**config.mk**
```make
export PLATFORM = sky130hd
export DESIGN_NAME = omc_config_bank
export DESIGN_NICKNAME = d
export VERILOG_FILES = /design/src/omc_config_bank.v
export VERILOG_INCLUDE_DIRS = /design/src
export SDC_FILE = /design/constraint.sdc
export NUM_CORES = 1
export LEC_CHECK = 0
export BUFFER_PORTS_ARGS = -buffer_cell sky130_fd_sc_hd__clkbuf_2
export CORE_MARGIN = 2
export CORE_UTILIZATION = 60
export CTS_BUF_LIST = sky130_fd_sc_hd__clkbuf_4 sky130_fd_sc_hd__clkbuf_8 sky130_fd_sc_hd__clkbuf_16
export DETAILED_ROUTE_END_ITERATION = 10
export PLACE_DENSITY = 0.79
export SLEW_MARGIN = 20
export SYNTH_ARGS = -nofsm -noshare
export SYNTH_HDL_FRONTEND = slang
export SYNTH_SLANG_ARGS = --single-unit
```
**constraint.sdc**
```tcl
create_clock -name aclk -period 5 [get_ports aclk]
set_input_delay 0.5 -clock aclk [delete_from_list [all_inputs] [get_ports aclk]]
set_output_delay 0.5 -clock aclk [all_outputs]
set_load 0.05 [all_outputs]
```
**src/omc_regs.vh**
```
`ifndef OMC_REGS_VH
`define OMC_REGS_VH

// register indices; byte address is four times the index
`define OMC_IDX_MEAS1_OFFSET_DAC_CFG  8'h24
`define OMC_IDX_MEAS1_DRIVER_A        8'h25
`define OMC_IDX_MEAS1_DRIVER_B        8'h26
`define OMC_IDX_MEAS2_SOURCE_SELECT   8'h28
`define OMC_IDX_MEAS2_TIMING_CFG      8'h29
`define OMC_IDX_MEAS2_RANGE_FILTER    8'h2A
`define OMC_IDX_FIRST_SLOT            8'h20
`define OMC_IDX_LAST_SLOT             8'h4F
`define OMC_NUM_SLOTS                 6

// position of each register inside one slot of eight indices
`define OMC_K_SELECT                  3'h0
`define OMC_K_CFG1                    3'h1
`define OMC_K_CFG2                    3'h2
`define OMC_K_CFG3                    3'h3
`define OMC_K_CFG4                    3'h4
`define OMC_K_DRV_A                   3'h5
`define OMC_K_DRV_B                   3'h6

// implemented bits per register
`define OMC_MASK_SELECT               8'h4F
`define OMC_MASK_CFG1                 8'hDF
`define OMC_MASK_CFG2                 8'hFF
`define OMC_MASK_CFG3                 8'hF8
`define OMC_MASK_CFG4                 8'h77
`define OMC_MASK_DRV                  8'hFF

// reset values
`define OMC_RST_SELECT                8'h00
`define OMC_RST_CFG1                  8'h18
`define OMC_RST_CFG2                  8'h3A
`define OMC_RST_CFG3                  8'h28
`define OMC_RST_CFG4                  8'h00
`define OMC_RST_DRV                   8'h00

// field positions
`define OMC_F_NO_LED_SAMPLE           6
`define OMC_F_DRV_B_PIN_HI            3
`define OMC_F_DRV_B_PIN_LO            2
`define OMC_F_DRV_A_PIN_HI            1
`define OMC_F_DRV_A_PIN_LO            0
`define OMC_F_PD_ROUTE_HI             7
`define OMC_F_PD_ROUTE_LO             6
`define OMC_F_TINT_HI                 4
`define OMC_F_TINT_LO                 3
`define OMC_F_AVER_HI                 2
`define OMC_F_AVER_LO                 0
`define OMC_F_CUBIC_EN                7
`define OMC_F_AMB_METHOD              6
`define OMC_F_LED_RANGE_HI            5
`define OMC_F_LED_RANGE_LO            4
`define OMC_F_ADC2_HI                 3
`define OMC_F_ADC2_LO                 2
`define OMC_F_ADC1_HI                 1
`define OMC_F_ADC1_LO                 0
`define OMC_F_PD_SETTLE_HI            7
`define OMC_F_PD_SETTLE_LO            5
`define OMC_F_LED_SETTLE_HI           4
`define OMC_F_LED_SETTLE_LO           3
`define OMC_F_OFS2_HI                 6
`define OMC_F_OFS2_LO                 4
`define OMC_F_OFS1_HI                 2
`define OMC_F_OFS1_LO                 0

// offset dac step in microamps
`define OMC_OFS_STEP_UA               5'h04

// settle times in 40 ns cycles, rounded up so no wait comes out short
`define OMC_LED_SETTLE0_CYC           12'h0C8
`define OMC_LED_SETTLE1_CYC           12'h12C
`define OMC_LED_SETTLE2_CYC           12'h190
`define OMC_LED_SETTLE3_CYC           12'h258
`define OMC_PD_SETTLE0_CYC            12'h0CB
`define OMC_PD_SETTLE1_CYC            12'h12F
`define OMC_PD_SETTLE2_CYC            12'h193
`define OMC_PD_SETTLE3_CYC            12'h25B
`define OMC_PD_SETTLE4_CYC            12'h323
`define OMC_PD_SETTLE5_CYC            12'h4B3
`define OMC_PD_SETTLE6_CYC            12'h643
`define OMC_PD_SETTLE7_CYC            12'h7D3

`define OMC_RESP_OKAY                 2'h0
`define OMC_RESP_SLVERR               2'h2

`endif
```
**src/omc_config_bank.v**
```verilog
`timescale 1ns/100ps
`default_nettype none
`include "omc_regs.vh"

module omc_config_bank (
    // clock and reset
    input  wire        aclk,
    input  wire        aresetn,
    // axi4-lite write address
    input  wire [11:0] s_axi_awaddr,
    input  wire        s_axi_awvalid,
    output wire        s_axi_awready,
    // axi4-lite write data
    input  wire [31:0] s_axi_wdata,
    input  wire [3:0]  s_axi_wstrb,
    input  wire        s_axi_wvalid,
    output wire        s_axi_wready,
    // axi4-lite write response
    output reg  [1:0]  s_axi_bresp,
    output reg         s_axi_bvalid,
    input  wire        s_axi_bready,
    // axi4-lite read address
    input  wire [11:0] s_axi_araddr,
    input  wire        s_axi_arvalid,
    output wire        s_axi_arready,
    // axi4-lite read data
    output reg  [31:0] s_axi_rdata,
    output reg  [1:0]  s_axi_rresp,
    output reg         s_axi_rvalid,
    input  wire        s_axi_rready,
    // sequencer side
    input  wire        slot_run,
    input  wire [2:0]  active_slot,
    input  wire        led_turn_on,
    input  wire        dark_sample_done,
    input  wire        exposure_active,
    // applied settings
    output reg         led_driver_a_en,
    output reg  [7:0]  driver_a_current_code,
    output reg  [9:0]  led_driver_a_current,
    output reg         led_driver_b_en,
    output reg  [7:0]  driver_b_current_code,
    output reg  [9:0]  led_driver_b_current,
    output reg  [1:0]  led_current_range,
    output reg  [7:0]  led_full_scale_ma,
    output reg  [1:0]  driver_a_pin_sel,
    output reg  [1:0]  driver_b_pin_sel,
    output reg         no_led_sample_flag,
    output reg  [1:0]  photodiode_route,
    output reg  [1:0]  integration_time_sel,
    output reg  [2:0]  burst_average_sel,
    output reg         cubic_decimation_en,
    output reg         ambient_reject_method,
    output reg  [1:0]  adc_full_scale_sel_1,
    output reg  [1:0]  adc_full_scale_sel_2,
    output reg  [4:0]  offset_current_1_ua,
    output reg  [4:0]  offset_current_2_ua,
    output reg         integration_start,
    output reg         exposure_sample_start
);

////////////////////////////////////////////////////////////////////////////
// helpers

function is_mapped;
    input [11:0] addr;
    reg   [7:0]  idx;
    begin
        idx = addr[9:2];
        is_mapped = (addr[11:10] == 2'h0) &&
                    (idx >= `OMC_IDX_FIRST_SLOT) &&
                    (idx <= `OMC_IDX_LAST_SLOT) &&
                    (idx[2:0] != 3'h7);
    end
endfunction

// flat storage index: slot times eight plus position
function [5:0] store_index;
    input [11:0] addr;
    reg   [7:0]  rel;
    begin
        rel = addr[9:2] - `OMC_IDX_FIRST_SLOT;
        store_index = rel[5:0];
    end
endfunction

function [7:0] bit_mask;
    input [2:0] k;
    begin
        case (k)
            `OMC_K_SELECT: bit_mask = `OMC_MASK_SELECT;
            `OMC_K_CFG1:   bit_mask = `OMC_MASK_CFG1;
            `OMC_K_CFG2:   bit_mask = `OMC_MASK_CFG2;
            `OMC_K_CFG3:   bit_mask = `OMC_MASK_CFG3;
            `OMC_K_CFG4:   bit_mask = `OMC_MASK_CFG4;
            `OMC_K_DRV_A:  bit_mask = `OMC_MASK_DRV;
            `OMC_K_DRV_B:  bit_mask = `OMC_MASK_DRV;
            default:       bit_mask = 8'h00;
        endcase
    end
endfunction

function [7:0] reset_value;
    input [2:0] k;
    begin
        case (k)
            `OMC_K_SELECT: reset_value = `OMC_RST_SELECT;
            `OMC_K_CFG1:   reset_value = `OMC_RST_CFG1;
            `OMC_K_CFG2:   reset_value = `OMC_RST_CFG2;
            `OMC_K_CFG3:   reset_value = `OMC_RST_CFG3;
            `OMC_K_CFG4:   reset_value = `OMC_RST_CFG4;
            default:       reset_value = `OMC_RST_DRV;
        endcase
    end
endfunction

// code times step; step in 0.125 mA units is range plus one
function [9:0] drive_current;
    input [7:0] code;
    input [1:0] range;
    begin
        drive_current = {2'h0, code} * ({8'h00, range} + 10'h001);
    end
endfunction

function [11:0] led_settle_cycles;
    input [1:0] code;
    begin
        case (code)
            2'h0:    led_settle_cycles = `OMC_LED_SETTLE0_CYC;
            2'h1:    led_settle_cycles = `OMC_LED_SETTLE1_CYC;
            2'h2:    led_settle_cycles = `OMC_LED_SETTLE2_CYC;
            default: led_settle_cycles = `OMC_LED_SETTLE3_CYC;
        endcase
    end
endfunction

function [11:0] pd_settle_cycles;
    input [2:0] code;
    begin
        case (code)
            3'h0:    pd_settle_cycles = `OMC_PD_SETTLE0_CYC;
            3'h1:    pd_settle_cycles = `OMC_PD_SETTLE1_CYC;
            3'h2:    pd_settle_cycles = `OMC_PD_SETTLE2_CYC;
            3'h3:    pd_settle_cycles = `OMC_PD_SETTLE3_CYC;
            3'h4:    pd_settle_cycles = `OMC_PD_SETTLE4_CYC;
            3'h5:    pd_settle_cycles = `OMC_PD_SETTLE5_CYC;
            3'h6:    pd_settle_cycles = `OMC_PD_SETTLE6_CYC;
            default: pd_settle_cycles = `OMC_PD_SETTLE7_CYC;
        endcase
    end
endfunction

////////////////////////////////////////////////////////////////////////////
// register storage, six slots of eight indices

reg  [7:0]  cfg_mem [0:47];
reg  [11:0] wr_addr;
reg         wr_addr_held;
reg  [7:0]  wr_data;
reg         wr_strb0;
reg         wr_data_held;
integer     i;

assign s_axi_awready = !wr_addr_held && !s_axi_bvalid;
assign s_axi_wready  = !wr_data_held && !s_axi_bvalid;
assign s_axi_arready = !s_axi_rvalid;

wire        do_write = wr_addr_held && wr_data_held;
wire [5:0]  wr_idx   = store_index(wr_addr);

// address and data may arrive in either order; the response waits for both
always @(posedge aclk) begin
    if (!aresetn) begin
        wr_addr_held <= 1'b0;
        wr_data_held <= 1'b0;
        wr_addr      <= 12'h000;
        wr_data      <= 8'h00;
        wr_strb0     <= 1'b0;
        s_axi_bvalid <= 1'b0;
        s_axi_bresp  <= `OMC_RESP_OKAY;
        for (i = 0; i < 48; i = i + 1) begin
            cfg_mem[i] <= reset_value(i[2:0]);
        end
    end else begin
        if (s_axi_awvalid && s_axi_awready) begin
            wr_addr      <= s_axi_awaddr;
            wr_addr_held <= 1'b1;
        end
        if (s_axi_wvalid && s_axi_wready) begin
            wr_data      <= s_axi_wdata[7:0];
            wr_strb0     <= s_axi_wstrb[0];
            wr_data_held <= 1'b1;
        end
        if (do_write) begin
            wr_addr_held <= 1'b0;
            wr_data_held <= 1'b0;
            s_axi_bvalid <= 1'b1;
            if (is_mapped(wr_addr)) begin
                s_axi_bresp <= `OMC_RESP_OKAY;
                // only the low byte lane holds data
                if (wr_strb0) begin
                    cfg_mem[wr_idx] <= wr_data & bit_mask(wr_idx[2:0]);
                end
            end else begin
                s_axi_bresp <= `OMC_RESP_SLVERR;
            end
        end else if (s_axi_bvalid && s_axi_bready) begin
            s_axi_bvalid <= 1'b0;
        end
    end
end

////////////////////////////////////////////////////////////////////////////
// read channel

wire [5:0] rd_idx = store_index(s_axi_araddr);

always @(posedge aclk) begin
    if (!aresetn) begin
        s_axi_rvalid <= 1'b0;
        s_axi_rdata  <= 32'h0000_0000;
        s_axi_rresp  <= `OMC_RESP_OKAY;
    end else if (s_axi_arvalid && s_axi_arready) begin
        s_axi_rvalid <= 1'b1;
        if (is_mapped(s_axi_araddr)) begin
            s_axi_rdata <= {24'h000000, cfg_mem[rd_idx]};
            s_axi_rresp <= `OMC_RESP_OKAY;
        end else begin
            s_axi_rdata <= 32'h0000_0000;
            s_axi_rresp <= `OMC_RESP_SLVERR;
        end
    end else if (s_axi_rvalid && s_axi_rready) begin
        s_axi_rvalid <= 1'b0;
    end
end

////////////////////////////////////////////////////////////////////////////
// active slot view

// a slot number past the last one is treated as idle
wire       slot_live = slot_run && (active_slot < `OMC_NUM_SLOTS);
wire [5:0] base      = {active_slot, 3'h0};
wire [7:0] r_sel     = cfg_mem[base + {3'h0, `OMC_K_SELECT}];
wire [7:0] r_cfg1    = cfg_mem[base + {3'h0, `OMC_K_CFG1}];
wire [7:0] r_cfg2    = cfg_mem[base + {3'h0, `OMC_K_CFG2}];
wire [7:0] r_cfg3    = cfg_mem[base + {3'h0, `OMC_K_CFG3}];
wire [7:0] r_cfg4    = cfg_mem[base + {3'h0, `OMC_K_CFG4}];
wire [7:0] r_drv_a   = cfg_mem[base + {3'h0, `OMC_K_DRV_A}];
wire [7:0] r_drv_b   = cfg_mem[base + {3'h0, `OMC_K_DRV_B}];
wire [1:0] range     = r_cfg2[`OMC_F_LED_RANGE_HI:`OMC_F_LED_RANGE_LO];
wire       fwd_diff  = r_cfg2[`OMC_F_AMB_METHOD];
wire [2:0] ofs1      = r_cfg4[`OMC_F_OFS1_HI:`OMC_F_OFS1_LO];
wire [2:0] ofs2      = r_cfg4[`OMC_F_OFS2_HI:`OMC_F_OFS2_LO];

// outputs go to zero between slots so no stale setting drives an led
always @(posedge aclk) begin
    if (!aresetn || !slot_live) begin
        led_driver_a_en       <= 1'b0;
        driver_a_current_code <= 8'h00;
        led_driver_a_current  <= 10'h000;
        led_driver_b_en       <= 1'b0;
        driver_b_current_code <= 8'h00;
        led_driver_b_current  <= 10'h000;
        led_current_range     <= 2'h0;
        led_full_scale_ma     <= 8'h00;
        driver_a_pin_sel      <= 2'h0;
        driver_b_pin_sel      <= 2'h0;
        no_led_sample_flag    <= 1'b0;
        photodiode_route      <= 2'h0;
        integration_time_sel  <= 2'h0;
        burst_average_sel     <= 3'h0;
        cubic_decimation_en   <= 1'b0;
        ambient_reject_method <= 1'b0;
        adc_full_scale_sel_1  <= 2'h0;
        adc_full_scale_sel_2  <= 2'h0;
        offset_current_1_ua   <= 5'h00;
        offset_current_2_ua   <= 5'h00;
    end else begin
        led_driver_a_en       <= (r_drv_a != 8'h00);
        driver_a_current_code <= r_drv_a;
        led_driver_a_current  <= drive_current(r_drv_a, range);
        led_driver_b_en       <= (r_drv_b != 8'h00);
        driver_b_current_code <= r_drv_b;
        led_driver_b_current  <= drive_current(r_drv_b, range);
        led_current_range     <= range;
        // full scale is 32 mA per range step
        led_full_scale_ma     <= {1'b0, range + 2'h1, 5'h00}
                                 + {(range == 2'h3), 7'h00};
        driver_a_pin_sel      <= r_sel[`OMC_F_DRV_A_PIN_HI:`OMC_F_DRV_A_PIN_LO];
        driver_b_pin_sel      <= r_sel[`OMC_F_DRV_B_PIN_HI:`OMC_F_DRV_B_PIN_LO];
        no_led_sample_flag    <= r_sel[`OMC_F_NO_LED_SAMPLE];
        photodiode_route      <= r_cfg1[`OMC_F_PD_ROUTE_HI:`OMC_F_PD_ROUTE_LO];
        integration_time_sel  <= r_cfg1[`OMC_F_TINT_HI:`OMC_F_TINT_LO];
        burst_average_sel     <= fwd_diff ? 3'h0
                                 : r_cfg1[`OMC_F_AVER_HI:`OMC_F_AVER_LO];
        cubic_decimation_en   <= r_cfg2[`OMC_F_CUBIC_EN];
        ambient_reject_method <= fwd_diff;
        adc_full_scale_sel_1  <= r_cfg2[`OMC_F_ADC1_HI:`OMC_F_ADC1_LO];
        adc_full_scale_sel_2  <= r_cfg2[`OMC_F_ADC2_HI:`OMC_F_ADC2_LO];
        // offset dac injects only while exposing
        offset_current_1_ua   <= exposure_active
                                 ? {2'h0, ofs1} * `OMC_OFS_STEP_UA : 5'h00;
        offset_current_2_ua   <= exposure_active
                                 ? {2'h0, ofs2} * `OMC_OFS_STEP_UA : 5'h00;
    end
end

////////////////////////////////////////////////////////////////////////////
// settle timers

reg [11:0] led_cnt;
reg [11:0] pd_cnt;

// a new start restarts the count; leaving the slot abandons it
always @(posedge aclk) begin
    if (!aresetn || !slot_live) begin
        led_cnt           <= 12'h000;
        integration_start <= 1'b0;
    end else begin
        integration_start <= (led_cnt == 12'h001) && !led_turn_on;
        if (led_turn_on) begin
            led_cnt <= led_settle_cycles(
                r_cfg3[`OMC_F_LED_SETTLE_HI:`OMC_F_LED_SETTLE_LO]);
        end else if (led_cnt != 12'h000) begin
            led_cnt <= led_cnt - 12'h001;
        end
    end
end

always @(posedge aclk) begin
    if (!aresetn || !slot_live) begin
        pd_cnt                <= 12'h000;
        exposure_sample_start <= 1'b0;
    end else begin
        exposure_sample_start <= (pd_cnt == 12'h001) && !dark_sample_done;
        if (dark_sample_done) begin
            pd_cnt <= pd_settle_cycles(
                r_cfg3[`OMC_F_PD_SETTLE_HI:`OMC_F_PD_SETTLE_LO]);
        end else if (pd_cnt != 12'h000) begin
            pd_cnt <= pd_cnt - 12'h001;
        end
    end
end

endmodule // omc_config_bank

`default_nettype wire

```
==> impl_metrics.ini, run 1 <==
[pwr]
peakVddDrop_v = 0.000300
pwr-share-comb_pct = 12.0
power_mw = 12.6
p_int_mw = 9.44
pwr-share-clk_pct = 40.0
switching_share_pct = 25.1
p_leak_nw = 12.6
p_per_area_nw_per_um2 = 374
p_switching_mw = 3.17
p_seq_share_pct = 48.0

[die]
placementRows = 81
dieArea_sq_um = 51400
initial_core_util_pct = 60.8
core_sq_um = 49000
io_pins = 193
chipWidth_um = 227
die_h_um = 227

[timing]
min_period_ns = 4.65
hold_slack_ns = 0.0271
rsz0062_at_grt = false
slew_viol_final = 0
fin_ws_ns = 0.354
fmax_ghz = 0.215
post-route-period-util_pct = 92.9
worst_pin_slew_ns = 1.08
slew_headroom_pct = 27.2
fin_worst_skew_ns = 0.0202
final-setup-viol-count = 0
tns_ns = 0
finalHoldViolations = 0

[global_routing]
grt_pass1_wl_mm = 125
grt_max_degree = 56
grt_overflow = 0
grtUsageTotal_pct = 34.2
grt_pass1_vias = 19600
antenna_found_initial = 6

[critical_path]
critPathKind = reg2reg
critPathArrivalTime_ns = 5.14
worstPathCellList = mux4_2 -> mux2i_2 -> inv_1 -> ha_1 -> nor2b_1 -> fa_1 -> ha_1 -> inv_1 -> fa_1 -> nor2b_1 -> o21ai_0 -> a21boi_0 -> o21ai_0 -> a21boi_0 -> nor3_1
r2r_start = cfg_mem[26][4]
cp-end-kind = flop
critPathMaxFanout = 17
critPathMaxStageDelay_ns = 0.55
required_ns = 5.49
r2r_setup_slack_ns = 0.35
rr_worst_depth = 15
cp-start-kind = flop
crit_start = cfg_mem[26][4]
cpMaxStageDelayCell = mux4_2

[logic_synthesis]
syn_area_sq_um = 29800
ys_ff_latch = 630
synth_area_leaders = edfxtp_1 (51%), mux4_2 (14%), dfxtp_1 (8.5%)
synth_compound_area_share_pct = 4.04
ys_seq_area_share_pct = 59.3
synth_ff_type = edfxtp_1
synth_top_area_cell = edfxtp_1
synthTopCellsByCount = edfxtp_1 (504), nor2_1 (333), nand2_1 (211)
yosys.area.top_type_share_pct = 50.8
yosys_warnings = 0
synthAdderAreaFrac_pct = 2.12
avgSynthCellArea_sq_um = 13.8
synth_edf_count = 504
synth_top_family_by_area = multiplexers
async_reset_ff_share_pct = 0
syn_inst = 2160
ys_types = 70
synth.area.mux_share_pct = 18.3
synth-simple-area-share_pct = 11.3
yosys.cell_count.top_type = edfxtp_1
synth-xor-area-share_pct = 0.874

[routing]
detail_route.wl_per_cell_um = 26.9
vias = 20100
antenna_left = 0
viasPerCell = 6.31
first_pass_iters = 8
wl_mm = 85.8
drtIter0Drc = 3139
drc = 0

[finish]
fillCellCount = 3339
final_cells = 3186
fin_nets = 2584
area_delta_synth_final_pct = 13.4
final_area_sq_um = 33700
final_util_pct = 68.9
drive_gt1_share_pct = 21.4

[cts]
root_buffer = clkbuf_16
cts_buffers = 61
clk_pin_slew_ns = 0.06
cts_tree = built
cts.sinks = 630
cts_max_path_buffers = 3
ctsHtreeMaxLevel = 2
ctsHoldBuffers = 0
clock_latency_ns = 0.65

[flow_run]
cap_violations = 0

[place]
place_ws_ns = -0.00206
port_buffers = 126
place_area_sq_um = 31500
dp_cells = 3069
place_congestion = 0.992
place_hpwl_mm = 61.8

[run_status]
status = finished, final reports clean

[min_path]
hp-class = in2reg
min-delay-start = s_axi_rready
min_delay_path_depth = 2
-- registers in the layout, indices dropped and copies added, names as in the netlist, 2 cells and up --
signal                 cells
s_axi_rdata                8
led_current_range          2
wr_addr                   10
burst_average_sel          3
cfg_mem                  504
photodiode_route           2
wr_data                    8
driver_b_current_code      8
led_driver_b_current      10
driver_a_pin_sel           2
led_driver_a_current      10
driver_a_current_code      8
pd_cnt                    12
offset_current_1_ua        3
driver_b_pin_sel           2
led_cnt                   12
led_full_scale_ma          3
adc_full_scale_sel_1       2
integration_time_sel       2
offset_current_2_ua        3
adc_full_scale_sel_2       2
-- layout by cell type, fill, tap and decap left out, types with 25 or more instances in the layout --
| cell | netlist | layout |
|---|---|---|
| mux4_2 | 187 | 187 |
| clkbuf_16 | 0 | 64 |
| conb_1 | 1 | 257 |
| clkbuf_2 | 0 | 119 |
| and2_1 | 33 | 33 |
| edfxtp_1 | 504 | 504 |
| inv_1 | 52 | 52 |
| dfxtp_1 | 126 | 126 |
| nand3_1 | 34 | 33 |
| a22oi_1 | 25 | 25 |
| nor2_1 | 333 | 333 |
| nand2_1 | 211 | 211 |
| ha_1 | 28 | 28 |
| mux2_2 | 38 | 38 |
| mux2i_1 | 71 | 70 |
| nor2b_1 | 35 | 35 |
| buf_4 | 59 | 42 |
| nor3_1 | 30 | 30 |
| a21oi_1 | 39 | 39 |
-- power groups by stage --
stage / clock network [mW] / logic [mW] / registers, mW
detailed placement: 0 / 1.47 / 6.16
global placement: 0 / 1.44 / 6.14
finish: 5.04 / 1.51 / 6.05
floorplan: 0 / 1.00 / 6.18
global route: 5.23 / 1.60 / 6.07
CTS: 5.04 / 1.48 / 6.05
-- final timing paths --
check | to
worst max-delay path | led_driver_b_current[8]
worst min-delay path | s_axi_rvalid
worst max register to register | led_driver_b_current[8]
worst min register to register | wr_addr[11]
-- layout make-up --
type	instances	area (sq um)	area share, %
multi-input combinational	1557	11900	35.2
clock inverter	37	448	1.33
sequential	630	17700	52.3
clock buffer	79	1760	5.23
timing repair buffer	165	967	2.87
inverter	53	199	0.590
antenna	1	2.50	0.00742
tap	664	831	2.46
-- worst max-delay path, delay by kind of cell (launching register included) --
family                     cells  cell delay [ns]
buffers and inverters          2             0.24
AOI/OAI and AO/OA              4             0.74
muxes                          2             0.95
adders and majority gates      4             1.65
DFF                            1             0.42
and+or+nand+nor                3             0.48
-- per-layer routing --
layer  up-vias  wire, um  global-route usage [%]
met1      9859     29500                    43.8
met5         -        66                   0.489
met2      1579     39300                    53.0
met4         8      5110                    17.7
met3       276     11800                    10.4
li1       8382         -                       -
-- cell families (layout without fill, tap and decap cells) --
family          Yosys count  after routing
compound gates          173            173
xor+xnor                 28             28
fa+ha+maj                42             42
buf+inv                 229            334
flops                   630            630
mux                     301            301
other cells               1            258
simple gates            756            756
-- repair_timing --
| item | CTS | global route |
|---|---|---|
| buffers inserted | 0 | 0 |
| endpoints found under the setup margin | 0 | 3 |
| resized for setup | 0 | 1 |
Power figures use the tool's default switching activity.
==> run 2, diff against run 1 <==
REMOVE_ABC_BUFFERS = 1   (was default)
==> run 2 against run 1 <==
  * Critical path depth unchanged
  * Non-clock buffer count up 3
  * Sequential power about the same
  * Clock power up 1%
  * Core utilization up 0.25 points
  * Critical path type unchanged
  * Critical endpoint is now led_driver_a_current[8]
  * Largest cell class unchanged
==> impl_metrics.ini, run 2 (synthesis gave the netlist of run 1 again) <==
[cts]
cts_resized = 0
root_buffer = clkbuf_16
cts_tree = built
cts_setup_buffers = 0
cts.sinks = 630
ctsHoldBuffers = 0
cts_buffers = 68
cts_max_path_buffers = 3
ctsHtreeMaxLevel = 3
clock_latency_ns = 0.61
clk_pin_slew_ns = 0.07

[die]
die_h_um = 227
io_pins = 193
dieArea_sq_um = 51400
chipWidth_um = 227
core_sq_um = 49000
placementRows = 81
initial_core_util_pct = 60.8

[critical_path]
required_ns = 5.45
cp-end-kind = flop
critPathKind = reg2reg
critPathArrivalTime_ns = 5.20
cp-start-kind = flop
critPathMaxFanout = 17
r2r_start = cfg_mem[26][4]
crit_start = cfg_mem[26][4]

[routing]
drc = 0
first_pass_iters = 6
wl_mm = 87.5
vias = 20100
drtIter0Drc = 2843
viasPerCell = 6.30
antenna_left = 0
detail_route.wl_per_cell_um = 27.4

[flow_run]
cap_violations = 0

[place]
dp_cells = 3072
port_buffers = 126
place_hpwl_mm = 62.1
place_congestion = 1.00

[timing]
fin_worst_skew_ns = 0.0273
rsz0062_at_grt = false
post-route-period-util_pct = 95.0
slew_headroom_pct = 22.9
tns_ns = 0
slew_viol_final = 0
fmax_ghz = 0.211
finalHoldViolations = 0
worst_pin_slew_ns = 1.15
min_period_ns = 4.75
final-setup-viol-count = 0

[global_routing]
grt_overflow = 0
grt_max_degree = 68
antenna_found_initial = 4
grt_pass1_vias = 19700
grtUsageTotal_pct = 35.1
grt_pass1_wl_mm = 128

[pwr]
peakVddDrop_v = 0.000248
power_mw = 12.7
p_per_area_nw_per_um2 = 374
p_leak_nw = 12.7

[min_path]
min-delay-start = s_axi_rready
hp-class = in2reg

[finish]
area_delta_synth_final_pct = 13.8
layout_commonest_cell = edfxtp_1
drive_gt1_share_pct = 21.7
largest_reg_flops = 504
top_register = cfg_mem
top_regs = cfg_mem x504, led_cnt x12, pd_cnt x12
final_cell_mix = edfxtp_1 (504), nor2_1 (333), conb_1 (257), nand2_1 (211), mux4_2 (187)
fin_nets = 2594
regArea_sq_um = 17700
multi_input_area_sq_um = 11900
fillCellCount = 3258
final_cells = 3197

[run_status]
status = finished, final reports clean
-- run 2: layout make-up --
| cell class | count | area share [%] |
|---|---|---|
| antenna | 2 | 0.0148 |
| clock buffer | 96 | 6.05 |
| clock inverter | 27 | 0.632 |
| inverter | 53 | 0.587 |
| multi-input combinational | 1557 | 35.1 |
| sequential | 630 | 52.1 |
| tap | 664 | 2.45 |
| timing repair buffer | 168 | 3.04 |
-- run 2: worst paths after layout --
path / slack [ns] / depth (start not counted) / to
setup / recovery: 0.25 / 15 / led_driver_a_current[8]
hold / removal: 0.11 / 2 / s_axi_rvalid
setup reg to reg: 0.25 / 15 / led_driver_a_current[8]
hold reg to reg: 0.46 / 2 / wr_data[0]
-- run 2: through the flow --
step / setup WS (ns) / hold WS, ns / cell area, sq um / utilization (%)
3_5_place_dp: 0.0745 / 0.451 / 31600 / 64.6
4_1_cts: 0.362 / 0.107 / 33900 / 69.2
5_1_grt: 0.0271 / 0.132 / 33900 / 69.2
3_3_place_gp: 0.254 / 0.437 / 31600 / 64.6
2_1_floorplan: 0.559 / 0.431 / 29700 / -
6_report: 0.250 / 0.107 / 33900 / 69.2
-- run 2: report_power, final --
group	leakage (nW)	switching [mW]	total, mW	internal [mW]
Clock	1.14	2.09	5.10	3.02
Sequential	6.00	0.137	6.05	5.92
Combinational	5.53	1.00	1.53	0.522
-- run 2: metal layers --
layer	routed length (um)	share of wire [%]	global-route usage [%]
met1	29100	33	45.0
met2	40300	46	53.8
met3	11900	14	9.33
met4	6190	7.1	21.5
met5	26	0.030	0
-- run 2: worst max-delay path: stages, from the launching register on --
cell and delay, ns:
edfxtp_1 0.41, mux4_2 0.52, mux2i_1 0.46, inv_1 0.25, ha_1 0.55, nor2b_1 0.24, fa_1 0.53, ha_1 0.16
inv_1 0.06, fa_1 0.42, nor2b_1 0.17, o21ai_0 0.13, a21boi_0 0.25, o21ai_0 0.13, a21boi_0 0.23, nor3_1 0.07
